## src/sccs_pkg.sv

```systemverilog
/*
 * Constants for the system clock source selector: source select codes,
 * divider field geometry and reset values.
 * Assumes every clock source arrives as a level sampled on MCLK.
 */
package sccs_pkg;

    // ------------------------------------------------------------------
    // Source select codes
    // ------------------------------------------------------------------
    localparam logic [1:0] SEL_WAKEUP = 2'h0;
    localparam logic [1:0] SEL_RSVD = 2'h1;
    localparam logic [1:0] SEL_PRESCALE = 2'h2;
    localparam logic [1:0] SEL_DIRECT = 2'h3;

    // Prescaler input select: crystal or on-chip internal source.
    localparam logic OSC_CRYSTAL = 1'b0;
    localparam logic OSC_INTERNAL = 1'b1;

    // ------------------------------------------------------------------
    // Divider field and reset values
    // ------------------------------------------------------------------
    localparam int DIV_W = 10;
    localparam int MODE_W = 4;
    localparam logic [DIV_W-1:0] DIV_RESET = 10'h000;
    localparam logic [MODE_W-1:0] MODE_RESET = 4'h0;
    // Mode word layout: {source select, bypass, prescaler input}.
    localparam int MODE_SEL_HI = 3;
    localparam int MODE_SEL_LO = 2;
    localparam int MODE_BYP = 1;
    localparam int MODE_OSC = 0;

    typedef enum {
        ST_RUN,
        ST_PARK,
        ST_ARM
    } sccs_state_t;

endpackage : sccs_pkg

```

## src/sccs_div_if.sv

```systemverilog
/*
 * Carrier between the selector and its prescaler: source level in,
 * divider field in, divided level out.
 * Assumes both ends run on MCLK.
 */
`timescale 1ns/1ns
interface sccs_div_if;
    logic src;
    logic [sccs_pkg::DIV_W-1:0] field;
    logic div;

    modport ctrl (output src, output field, input div);
    modport pre (input src, input field, output div);
endinterface : sccs_div_if

```

## src/sccs_div.sv

```systemverilog
/*
 * Prescaler: divides a sampled source level by field plus one.
 * Assumes the source toggles no faster than every MCLK cycle.
 */
`timescale 1ns/1ns
module sccs_div (
    input wire logic mclk, // System sampling clock.
    input wire logic reset_n, // Synchronous reset, active low.
    sccs_div_if.pre dif // Source, field and divided output.
);

    logic prev_q;
    logic out_q;
    logic [sccs_pkg::DIV_W-1:0] cnt_q;
    logic [sccs_pkg::DIV_W-1:0] fld_q;
    logic edge_seen;

    assign edge_seen = dif.src != prev_q;
    assign dif.div = out_q;

    always_ff @(posedge mclk) begin
        if (!reset_n) begin
            prev_q <= 1'b0;
        end else begin
            prev_q <= dif.src;
        end
    end

    // Counting both edges and toggling every factor edges gives a period
    // of exactly factor source periods for odd and even factors alike.
    always_ff @(posedge mclk) begin
        if (!reset_n) begin
            cnt_q <= sccs_pkg::DIV_RESET;
            fld_q <= sccs_pkg::DIV_RESET;
            out_q <= 1'b0;
        end else if (fld_q == sccs_pkg::DIV_RESET) begin
            out_q <= dif.src;
            fld_q <= dif.field;
            cnt_q <= sccs_pkg::DIV_RESET;
        end else if (edge_seen) begin
            if (cnt_q == fld_q) begin
                cnt_q <= sccs_pkg::DIV_RESET;
                fld_q <= dif.field;
                if (dif.field == sccs_pkg::DIV_RESET) begin
                    // A move to factor one joins the source level here, so
                    // the phase in progress is ended or stretched, never cut.
                    out_q <= dif.src;
                end else begin
                    out_q <= ~out_q;
                end
            end else begin
                cnt_q <= cnt_q + 10'h001;
            end
        end
    end

endmodule : sccs_div

```

## src/sccs_top.sv

```systemverilog
/*
 * System clock source selector: picks the wakeup clock, the loop
 * output, the prescaled crystal or internal source, or the external
 * clock pin, and switches between them without runt pulses.
 * Assumes all clock sources are levels synchronous to MCLK, each well
 * below half the MCLK rate, and that software sets the mode inputs.
 */
`timescale 1ns/1ns
module sccs_top (
    input wire logic MCLK, // Sampling clock, 125 MHz.
    input wire logic RESET_N, // Synchronous reset, active low.
    input wire logic [1:0] CLOCK_SOURCE_SELECT, // Source select field.
    input wire logic OSCILLATOR_BYPASS, // 1 prescaler, 0 loop.
    input wire logic PRESCALE_DIVIDER_FIELD_IN_SEL, // 1 internal source.
    input wire logic [9:0] PRESCALE_DIVIDER_FIELD, // Factor minus one.
    input wire logic EXT_CLOCK_PIN, // External clock pin level.
    input wire logic CRYSTAL_INPUT_PIN, // Crystal oscillator level.
    input wire logic INT_CLOCK, // Internal clock source level.
    input wire logic WAKEUP_CLOCK, // Wakeup clock source level.
    input wire logic LOOP_CLOCK, // Phase locked loop output level.
    output logic SYS_CLOCK, // System clock level.
    output logic SWITCH_BUSY, // High while a source change is parked or armed.
    output logic [3:0] ACTIVE_MODE // Mode word now in use.
);

    // ------------------------------------------------------------------
    // Mode word
    // ------------------------------------------------------------------
    logic [sccs_pkg::MODE_W-1:0] req_mode;
    logic [sccs_pkg::MODE_W-1:0] mode_q;
    logic [sccs_pkg::MODE_W-1:0] mode_d;
    sccs_pkg::sccs_state_t state_q;
    sccs_pkg::sccs_state_t state_d;
    logic sys_q;
    logic sys_d;
    logic busy_q;
    logic osc_level;
    logic cand;

    assign req_mode = {CLOCK_SOURCE_SELECT, OSCILLATOR_BYPASS,
                       PRESCALE_DIVIDER_FIELD_IN_SEL};

    // ------------------------------------------------------------------
    // Prescaler
    // ------------------------------------------------------------------
    sccs_div_if dif ();

    always_comb begin
        if (mode_q[sccs_pkg::MODE_OSC] == sccs_pkg::OSC_INTERNAL) begin
            osc_level = INT_CLOCK;
        end else begin
            osc_level = CRYSTAL_INPUT_PIN;
        end
    end

    assign dif.src = osc_level;
    assign dif.field = PRESCALE_DIVIDER_FIELD;

    sccs_div u_div (
        .mclk(MCLK),
        .reset_n(RESET_N),
        .dif(dif.pre)
    );

    // ------------------------------------------------------------------
    // Source multiplexer
    // ------------------------------------------------------------------
    always_comb begin
        case (mode_q[sccs_pkg::MODE_SEL_HI:sccs_pkg::MODE_SEL_LO])
            sccs_pkg::SEL_DIRECT: begin
                cand = EXT_CLOCK_PIN;
            end
            sccs_pkg::SEL_PRESCALE: begin
                if (mode_q[sccs_pkg::MODE_BYP]) begin
                    cand = dif.div;
                end else begin
                    cand = LOOP_CLOCK;
                end
            end
            sccs_pkg::SEL_WAKEUP: begin
                cand = WAKEUP_CLOCK;
            end
            sccs_pkg::SEL_RSVD: begin
                // The reserved code is treated as a safe low-rate fallback.
                cand = WAKEUP_CLOCK;
            end
            default: begin
                cand = WAKEUP_CLOCK;
            end
        endcase
    end

    // ------------------------------------------------------------------
    // Switch sequencer
    // ------------------------------------------------------------------
    // A change is only taken once the old clock sits low, and the new one
    // is only let through after it has been seen low, so neither a high
    // nor a low phase is ever cut short.
    always_comb begin
        state_d = state_q;
        mode_d = mode_q;
        sys_d = sys_q;
        case (state_q)
            sccs_pkg::ST_RUN: begin
                sys_d = cand;
                if (req_mode != mode_q) begin
                    state_d = sccs_pkg::ST_PARK;
                end
            end
            sccs_pkg::ST_PARK: begin
                if (sys_q == 1'b0) begin
                    sys_d = 1'b0;
                    mode_d = req_mode;
                    state_d = sccs_pkg::ST_ARM;
                end else begin
                    sys_d = cand;
                end
            end
            sccs_pkg::ST_ARM: begin
                sys_d = 1'b0;
                if (cand == 1'b0) begin
                    state_d = sccs_pkg::ST_RUN;
                end
            end
            default: begin
                sys_d = 1'b0;
                state_d = sccs_pkg::ST_RUN;
            end
        endcase
    end

    always_ff @(posedge MCLK) begin
        if (!RESET_N) begin
            state_q <= sccs_pkg::ST_RUN;
        end else begin
            state_q <= state_d;
        end
    end

    always_ff @(posedge MCLK) begin
        if (!RESET_N) begin
            mode_q <= sccs_pkg::MODE_RESET;
        end else begin
            mode_q <= mode_d;
        end
    end

    always_ff @(posedge MCLK) begin
        if (!RESET_N) begin
            sys_q <= 1'b0;
        end else begin
            sys_q <= sys_d;
        end
    end

    always_ff @(posedge MCLK) begin
        if (!RESET_N) begin
            busy_q <= 1'b0;
        end else begin
            busy_q <= state_d != sccs_pkg::ST_RUN;
        end
    end

    // ------------------------------------------------------------------
    // Outputs
    // ------------------------------------------------------------------
    assign SYS_CLOCK = sys_q;
    assign SWITCH_BUSY = busy_q;
    assign ACTIVE_MODE = mode_q;

endmodule : sccs_top

```

## config.mk

```make
export PLATFORM = sky130hd
export DESIGN_NAME = sccs_top
export DESIGN_NICKNAME = d
export VERILOG_FILES = /design/src/sccs_pkg.sv /design/src/sccs_div_if.sv /design/src/sccs_div.sv /design/src/sccs_top.sv
export SDC_FILE = /design/constraint.sdc
export NUM_CORES = 1
export LEC_CHECK = 0
export ABC_AREA = 1
export CAP_MARGIN = 20
export CORE_MARGIN = 2
export CORE_UTILIZATION = 50
export DETAILED_ROUTE_END_ITERATION = 6
export DONT_BUFFER_PORTS = 1
export GPL_ROUTABILITY_DRIVEN = 0
export RECOVER_POWER = 100
export SETUP_SLACK_MARGIN = 0.1
export SYNTH_ARGS = -nofsm -noshare
export SYNTH_HDL_FRONTEND = slang
export SYNTH_HIERARCHICAL = 1
export SYNTH_SLANG_ARGS = --single-unit
```

## constraint.sdc

```tcl
create_clock -name MCLK -period 2.8 [get_ports MCLK]
set_input_delay 0.56 -clock MCLK [delete_from_list [all_inputs] [get_ports MCLK]]
set_output_delay 0.56 -clock MCLK [all_outputs]
set_load 0.05 [all_outputs]
```

* Word level (Yosys, flattened, before mapping)
Cells that the tools add are included.
** Word-level totals
- Register bits :: 60
- Output and inout bits :: 6
- Logic and storage cells :: 48
** Operators by class
- Add/sub/neg operators :: 1
- Equality and inequality tests :: 8
- Mux-type cells :: 17
- Bitwise logic cells :: 3
- Reductions and logical operators :: 11
** Operators with widths (number)
- $mux 32 :: 3
- $pmux 32 s3 :: 1
- $mux 10 :: 4
- $eq 32x1->1 const B :: 1
- $eq 32x2->1 const B :: 1
- $logic_not 32->1 :: 1
- $reduce_bool 32->1 :: 1
- $logic_not 10->1 :: 2
- $add 10x1->10 const B :: 1
- $eq 10x10->1 :: 1
- $mux 1 :: 7
- $eq 2x2->1 const B :: 2
- $ne 4x4->1 :: 1
- $reduce_and 2->1 :: 2
- $reduce_bool 2->1 :: 2
- $reduce_or 2->1 :: 2
- $not 1->1 :: 3
- $pmux 1 s3 :: 1
- $eq 2x1->1 const B :: 1
- $logic_not 2->1 :: 1
- $pmux 1 s2 :: 1
- $ne 1x1->1 :: 1

* Longest topological paths before layout
- Word-level depth :: 6
- Mapped depth :: 13
- Gate-level depth less buffers :: 12

* Cells and area by module
Netlist, hierarchy kept.
** By module, submodules not included
- sccs_top :: times used 1, cells each 151, area an instance 1315.0 µm², sequential area each 760.7 µm²
- sccs_div :: times used 1, cells each 201, area an instance 1295.0 µm², sequential area each 440.4 µm²

* Least setup slack after synthesis
No wires, ideal clock.
- Kind :: register to register
- Start :: reg mode_q, in the netlist ACTIVE_MODE[0]
- End :: reg u_div/fld_q[1] in the netlist's numbering
- Setup time :: 0.115 ns
- Arrival :: 1.750 ns
- Setup slack :: 0.935 ns
- Stages on the path, launching flop included :: 13
- Clock period less this slack :: 1.865 ns
- Cells stage by stage :: dfxtp_1 > inv_1 > nand2_1 > nand2_1 > inv_1 > nand2_1 > nand2_2 > nand2_1 > nor2_2 > nand3_4 > buf_6 > a21oi_1 > nor2_1
** On the way
- Word-level cells in the longest chain between the ends :: 4
** RTL lines
- start: declaration :: RTL line sccs_top.sv:30 : logic [sccs_pkg::MODE_W-1:0] mode_q;
- start signal: assignment :: RTL line sccs_top.sv:142 : mode_q <= sccs_pkg::MODE_RESET;
- start signal: assignment :: RTL line sccs_top.sv:144 : mode_q <= mode_d;
- $mux 1 :: RTL line sccs_top.sv:49 : if (mode_q[sccs_pkg::MODE_OSC] == sccs_pkg::OSC_INTERNAL) begin
- named net dif.src :: RTL line sccs_div_if.sv:8 : logic src;
- $ne 1x1->1 :: RTL line sccs_div.sv:18 : assign edge_seen = dif.src != prev_q;
- $reduce_bool 2->1 (no line)
- $reduce_and 2->1 (no line)
- end signal: assignment :: RTL line sccs_div.sv:34 : fld_q <= sccs_pkg::DIV_RESET;
- end signal: assignment :: RTL line sccs_div.sv:38 : fld_q <= dif.field;
- end signal: assignment :: RTL line sccs_div.sv:43 : fld_q <= dif.field;
- end: declaration :: RTL line sccs_div.sv:15 : logic [sccs_pkg::DIV_W-1:0] fld_q;
The timed path passes the listed nets, and every way through them passes these cells.
A chain may end at the register's enable or synchronous reset.

* Final worst setup path
- Start :: reg mode_q, in the netlist ACTIVE_MODE[0]
- End :: reg u_div/cnt_q[9] in the netlist's numbering
** On the way
- Word-level cells in the longest chain between the ends :: 2
** RTL lines
- $mux 1 :: RTL line sccs_top.sv:49
- named net dif.src :: RTL line sccs_div_if.sv:8
- $ne 1x1->1 :: RTL line sccs_div.sv:18
- end signal: assignment :: RTL line sccs_div.sv:33 : cnt_q <= sccs_pkg::DIV_RESET;
- end signal: assignment :: RTL line sccs_div.sv:39 : cnt_q <= sccs_pkg::DIV_RESET;
- end signal: assignment :: RTL line sccs_div.sv:42 : cnt_q <= sccs_pkg::DIV_RESET;
- end: declaration :: RTL line sccs_div.sv:14 : logic [sccs_pkg::DIV_W-1:0] cnt_q;
The timed path passes the listed nets, and every way through them passes these cells.

==> flow_summary.toml <==
[cts]
cts-root-buf = "clkbuf_8"
cts_setup_buffers = 0
clock-sinks = 60
cts_tree = "yes"
cts.clk_slew.worst_paths_ns = 0.07
cts_made_buffers = 9
htreeDepth = 3
clk_path_buf_depth = 2
cts_resized = 0
hold_buffers = 0
worstSkewPairLatency_ns = 0.34

[yosys]
synthCells = 352
synth.cell_area_um2 = 2610
avgSynthCellArea_um2 = 7.41
seq_area_frac_synth_pct = 46.0
synth_seq_cells = 60
yosysWarnings = 6
synth.distinct_cells = 30

[sta]
period_minus_slack_ns = 1.86
final.setup.tns_ns = 0
slew_headroom_pct = 50.2
worst_slack_ns = 0.944
slew_violations = 0
setup_viol = 0
grt_setup_unrepaired = "false"
tightest_slew_ns = 0.745
timing.clock.skew_ns = 0.00599
clock.fmax_mhz = 539
whs_ns = 0.329
hold_violations = 0
period_share_pct = 66.3

[setup_path]
cp_max_fo = 27
r2r_end = "u_div/cnt_q[9]"
arrival_ns = 2.08
reg2regPathDepth = 11
timing.rr.start = "ACTIVE_MODE[0]"
start_kind = "register"
crit_type = "register to register"
worstSetupEndpointType = "register"
cpPeakStageDelay_ns = 0.35
slowest_stage = "dfxtp_1"
crit_required_ns = 3.03
r2r_slack_ns = 0.94
crit_chain = "inv_1, nand2_1, nand2_1, inv_1, nand2_1, nand2_1, nand2_1, nor2_1, nand3_4, nand2_1, nor2_1"
cp_common_cell = "nand2_1"

[drt]
drtIter0Drc = 106
drc = 0
dr.pass1.iters = 4
avgViaCountPerCell = 4.48
dr_total_vias = 2078
avgRoutedWirePerCell_um = 10.3
drtAntennaViolNets = 0
wirelength_um = 4780

[die]
start_util_pct = 51.4
dieWidth_um = 76.3
dieArea_um2 = 5810
die_h_um = 76.3
io_pins = 27
design.core.area_um2 = 5070
fp-row-count = 26

[worst_hold_path]
hold_depth = 2
hp-start = "RESET_N"
hold_class = "input port to register"
min_to = "u_div/prev_q"

[grt]
grt-ovfl-total = 0
first_global_vias = 1842
grt_max_degree = 28
grt_pass1_wl_um = 8240
grt_antenna_before_repair = 0
gr-usage-all-layers_pct = 18.3

[outcome]
status = "finished, final reports clean"

[run]
cap_violations = 0

[power]
power.density_nw_per_um2 = 829
ir_worst_vdd_mv = 0.503
p_leak_uw = 0.00142

[finish]
layout.nets = 411
final_cell_mix = "nand2_1, nor2_1, dfxtp_1"
drive_gt1_share_pct = 11.2
nFillCells = 489
n_antenna_cell = 0
layout_commonest_cell = "nand2_1"
area_growth_pct = 14.1

[place]
dp_slack_ns = 0.842
hpwl_um = 3520
io_buffers = 0
power by group:
part,internal [uW],switching [uW],leakage (uW)
clock network,571,327,0.000122
registers,940,56.8,0.000498
logic,223,352,0.000803
synthesized netlist by cell type:
| master | count | share of area [%] |
|---|---|---|
| nand2_1 | 84 | 12 |
| xor2_1 | 2 | 0.67 |
| nand2_4 | 2 | 0.86 |
| a21oi_1 | 15 | 2.9 |
| clkbuf_1 | 1 | 0.14 |
| clkinv_4 | 1 | 0.34 |
| nand3_4 | 1 | 0.67 |
| xnor2_1 | 8 | 2.7 |
| nand2_2 | 5 | 1.2 |
| conb_1 | 1 | 0.14 |
| nor2_4 | 6 | 2.6 |
| and2_0 | 1 | 0.24 |
| a31oi_1 | 1 | 0.24 |
| dfxtp_1 | 60 | 46 |
| a21oi_2 | 1 | 0.34 |
| o21ai_0 | 2 | 0.38 |
| nor3_1 | 6 | 1.2 |
| inv_1 | 41 | 5.9 |
| inv_2 | 7 | 1.0 |
| o21ai_1 | 5 | 0.96 |
| nand4_1 | 6 | 1.4 |
| nor2_2 | 3 | 0.72 |
| ha_1 | 1 | 0.48 |
| nor2_1 | 59 | 8.5 |
| or2_2 | 1 | 0.24 |
| a21boi_1 | 2 | 0.58 |
| buf_4 | 2 | 0.58 |
| nand3_1 | 20 | 3.8 |
| nand3_2 | 6 | 2.3 |
| buf_6 | 2 | 0.86 |
state kept, by name, summed over array words and instances (netlist names):
register	flops
u_div/fld_q	10
SYS_CLOCK	1
state_q	32
ACTIVE_MODE	4
u_div/dif.div	1
u_div/prev_q	1
SWITCH_BUSY	1
u_div/cnt_q	10
worst max-delay path: cells and delay by family (launching register included):
family | cells | cell delay, ns
and+or+nand+nor | 9 | 1.29
DFF | 1 | 0.35
buffers and inverters | 2 | 0.11
cells by family (layout without fill, tap and decap cells):
family                   Yosys count  in the layout  share of synthesized area (%)
AO/OA/AOI/OAI                     26             26                           5.37
XOR/XNOR                          10             10                           3.36
adder cells (fa/ha/maj)            1              1                          0.479
buffers and inverters             54             67                           8.82
flip-flops                        60             60                           46.0
other                              1             30                          0.144
AND/OR/NAND/NOR                  200            200                           35.8
cell type report:
type                            count  area (um^2)  area share [%]
Sequential cell                    60         1200            40.3
Clock inverter                      4         70.1            2.35
Tap cell                           70         87.6            2.94
Timing Repair Buffer                2         11.3           0.378
Multi-Input combinational cell    267         1250            42.1
Inverter                           49          189            6.34
Clock buffer                       12          165            5.54
stage by stage:
stage | instance area, um^2 | total power (uW) | util, % | std cells
after floorplan | 2720 | 1520 | - | 381
after global placement | 2780 | 1590 | 54.8 | 448
after detailed placement | 2780 | 1590 | 54.8 | 448
after CTS | 3020 | 2500 | 59.4 | 464
after global routing | 2980 | 2640 | 58.7 | 464
final | 2980 | 2470 | 58.7 | 464
layer usage:
layer,track usage [%],up-vias,wire [um]
met5,0,-,0
met4,11.5,0,131
met3,4.74,12,227
met2,26.6,31,2020
met1,24.2,905,2400
li1,-,1130,-
worst max-delay path by stage:
stage / slack [ns] / startpoint / cells past startpoint / endpoint
2_1_floorplan: 0.94 / ACTIVE_MODE[0] / 12 / u_div/fld_q[1]
3_3_place_gp: 0.88 / INT_CLOCK / 10 / u_div/cnt_q[9]
3_5_place_dp: 0.84 / INT_CLOCK / 10 / u_div/cnt_q[7]
4_1_cts: 1.01 / ACTIVE_MODE[0] / 11 / u_div/cnt_q[9]
5_1_grt: 0.67 / ACTIVE_MODE[0] / 11 / u_div/cnt_q[0]
6_report: 0.94 / ACTIVE_MODE[0] / 11 / u_div/cnt_q[9]
(Power assumes the default switching activity.)
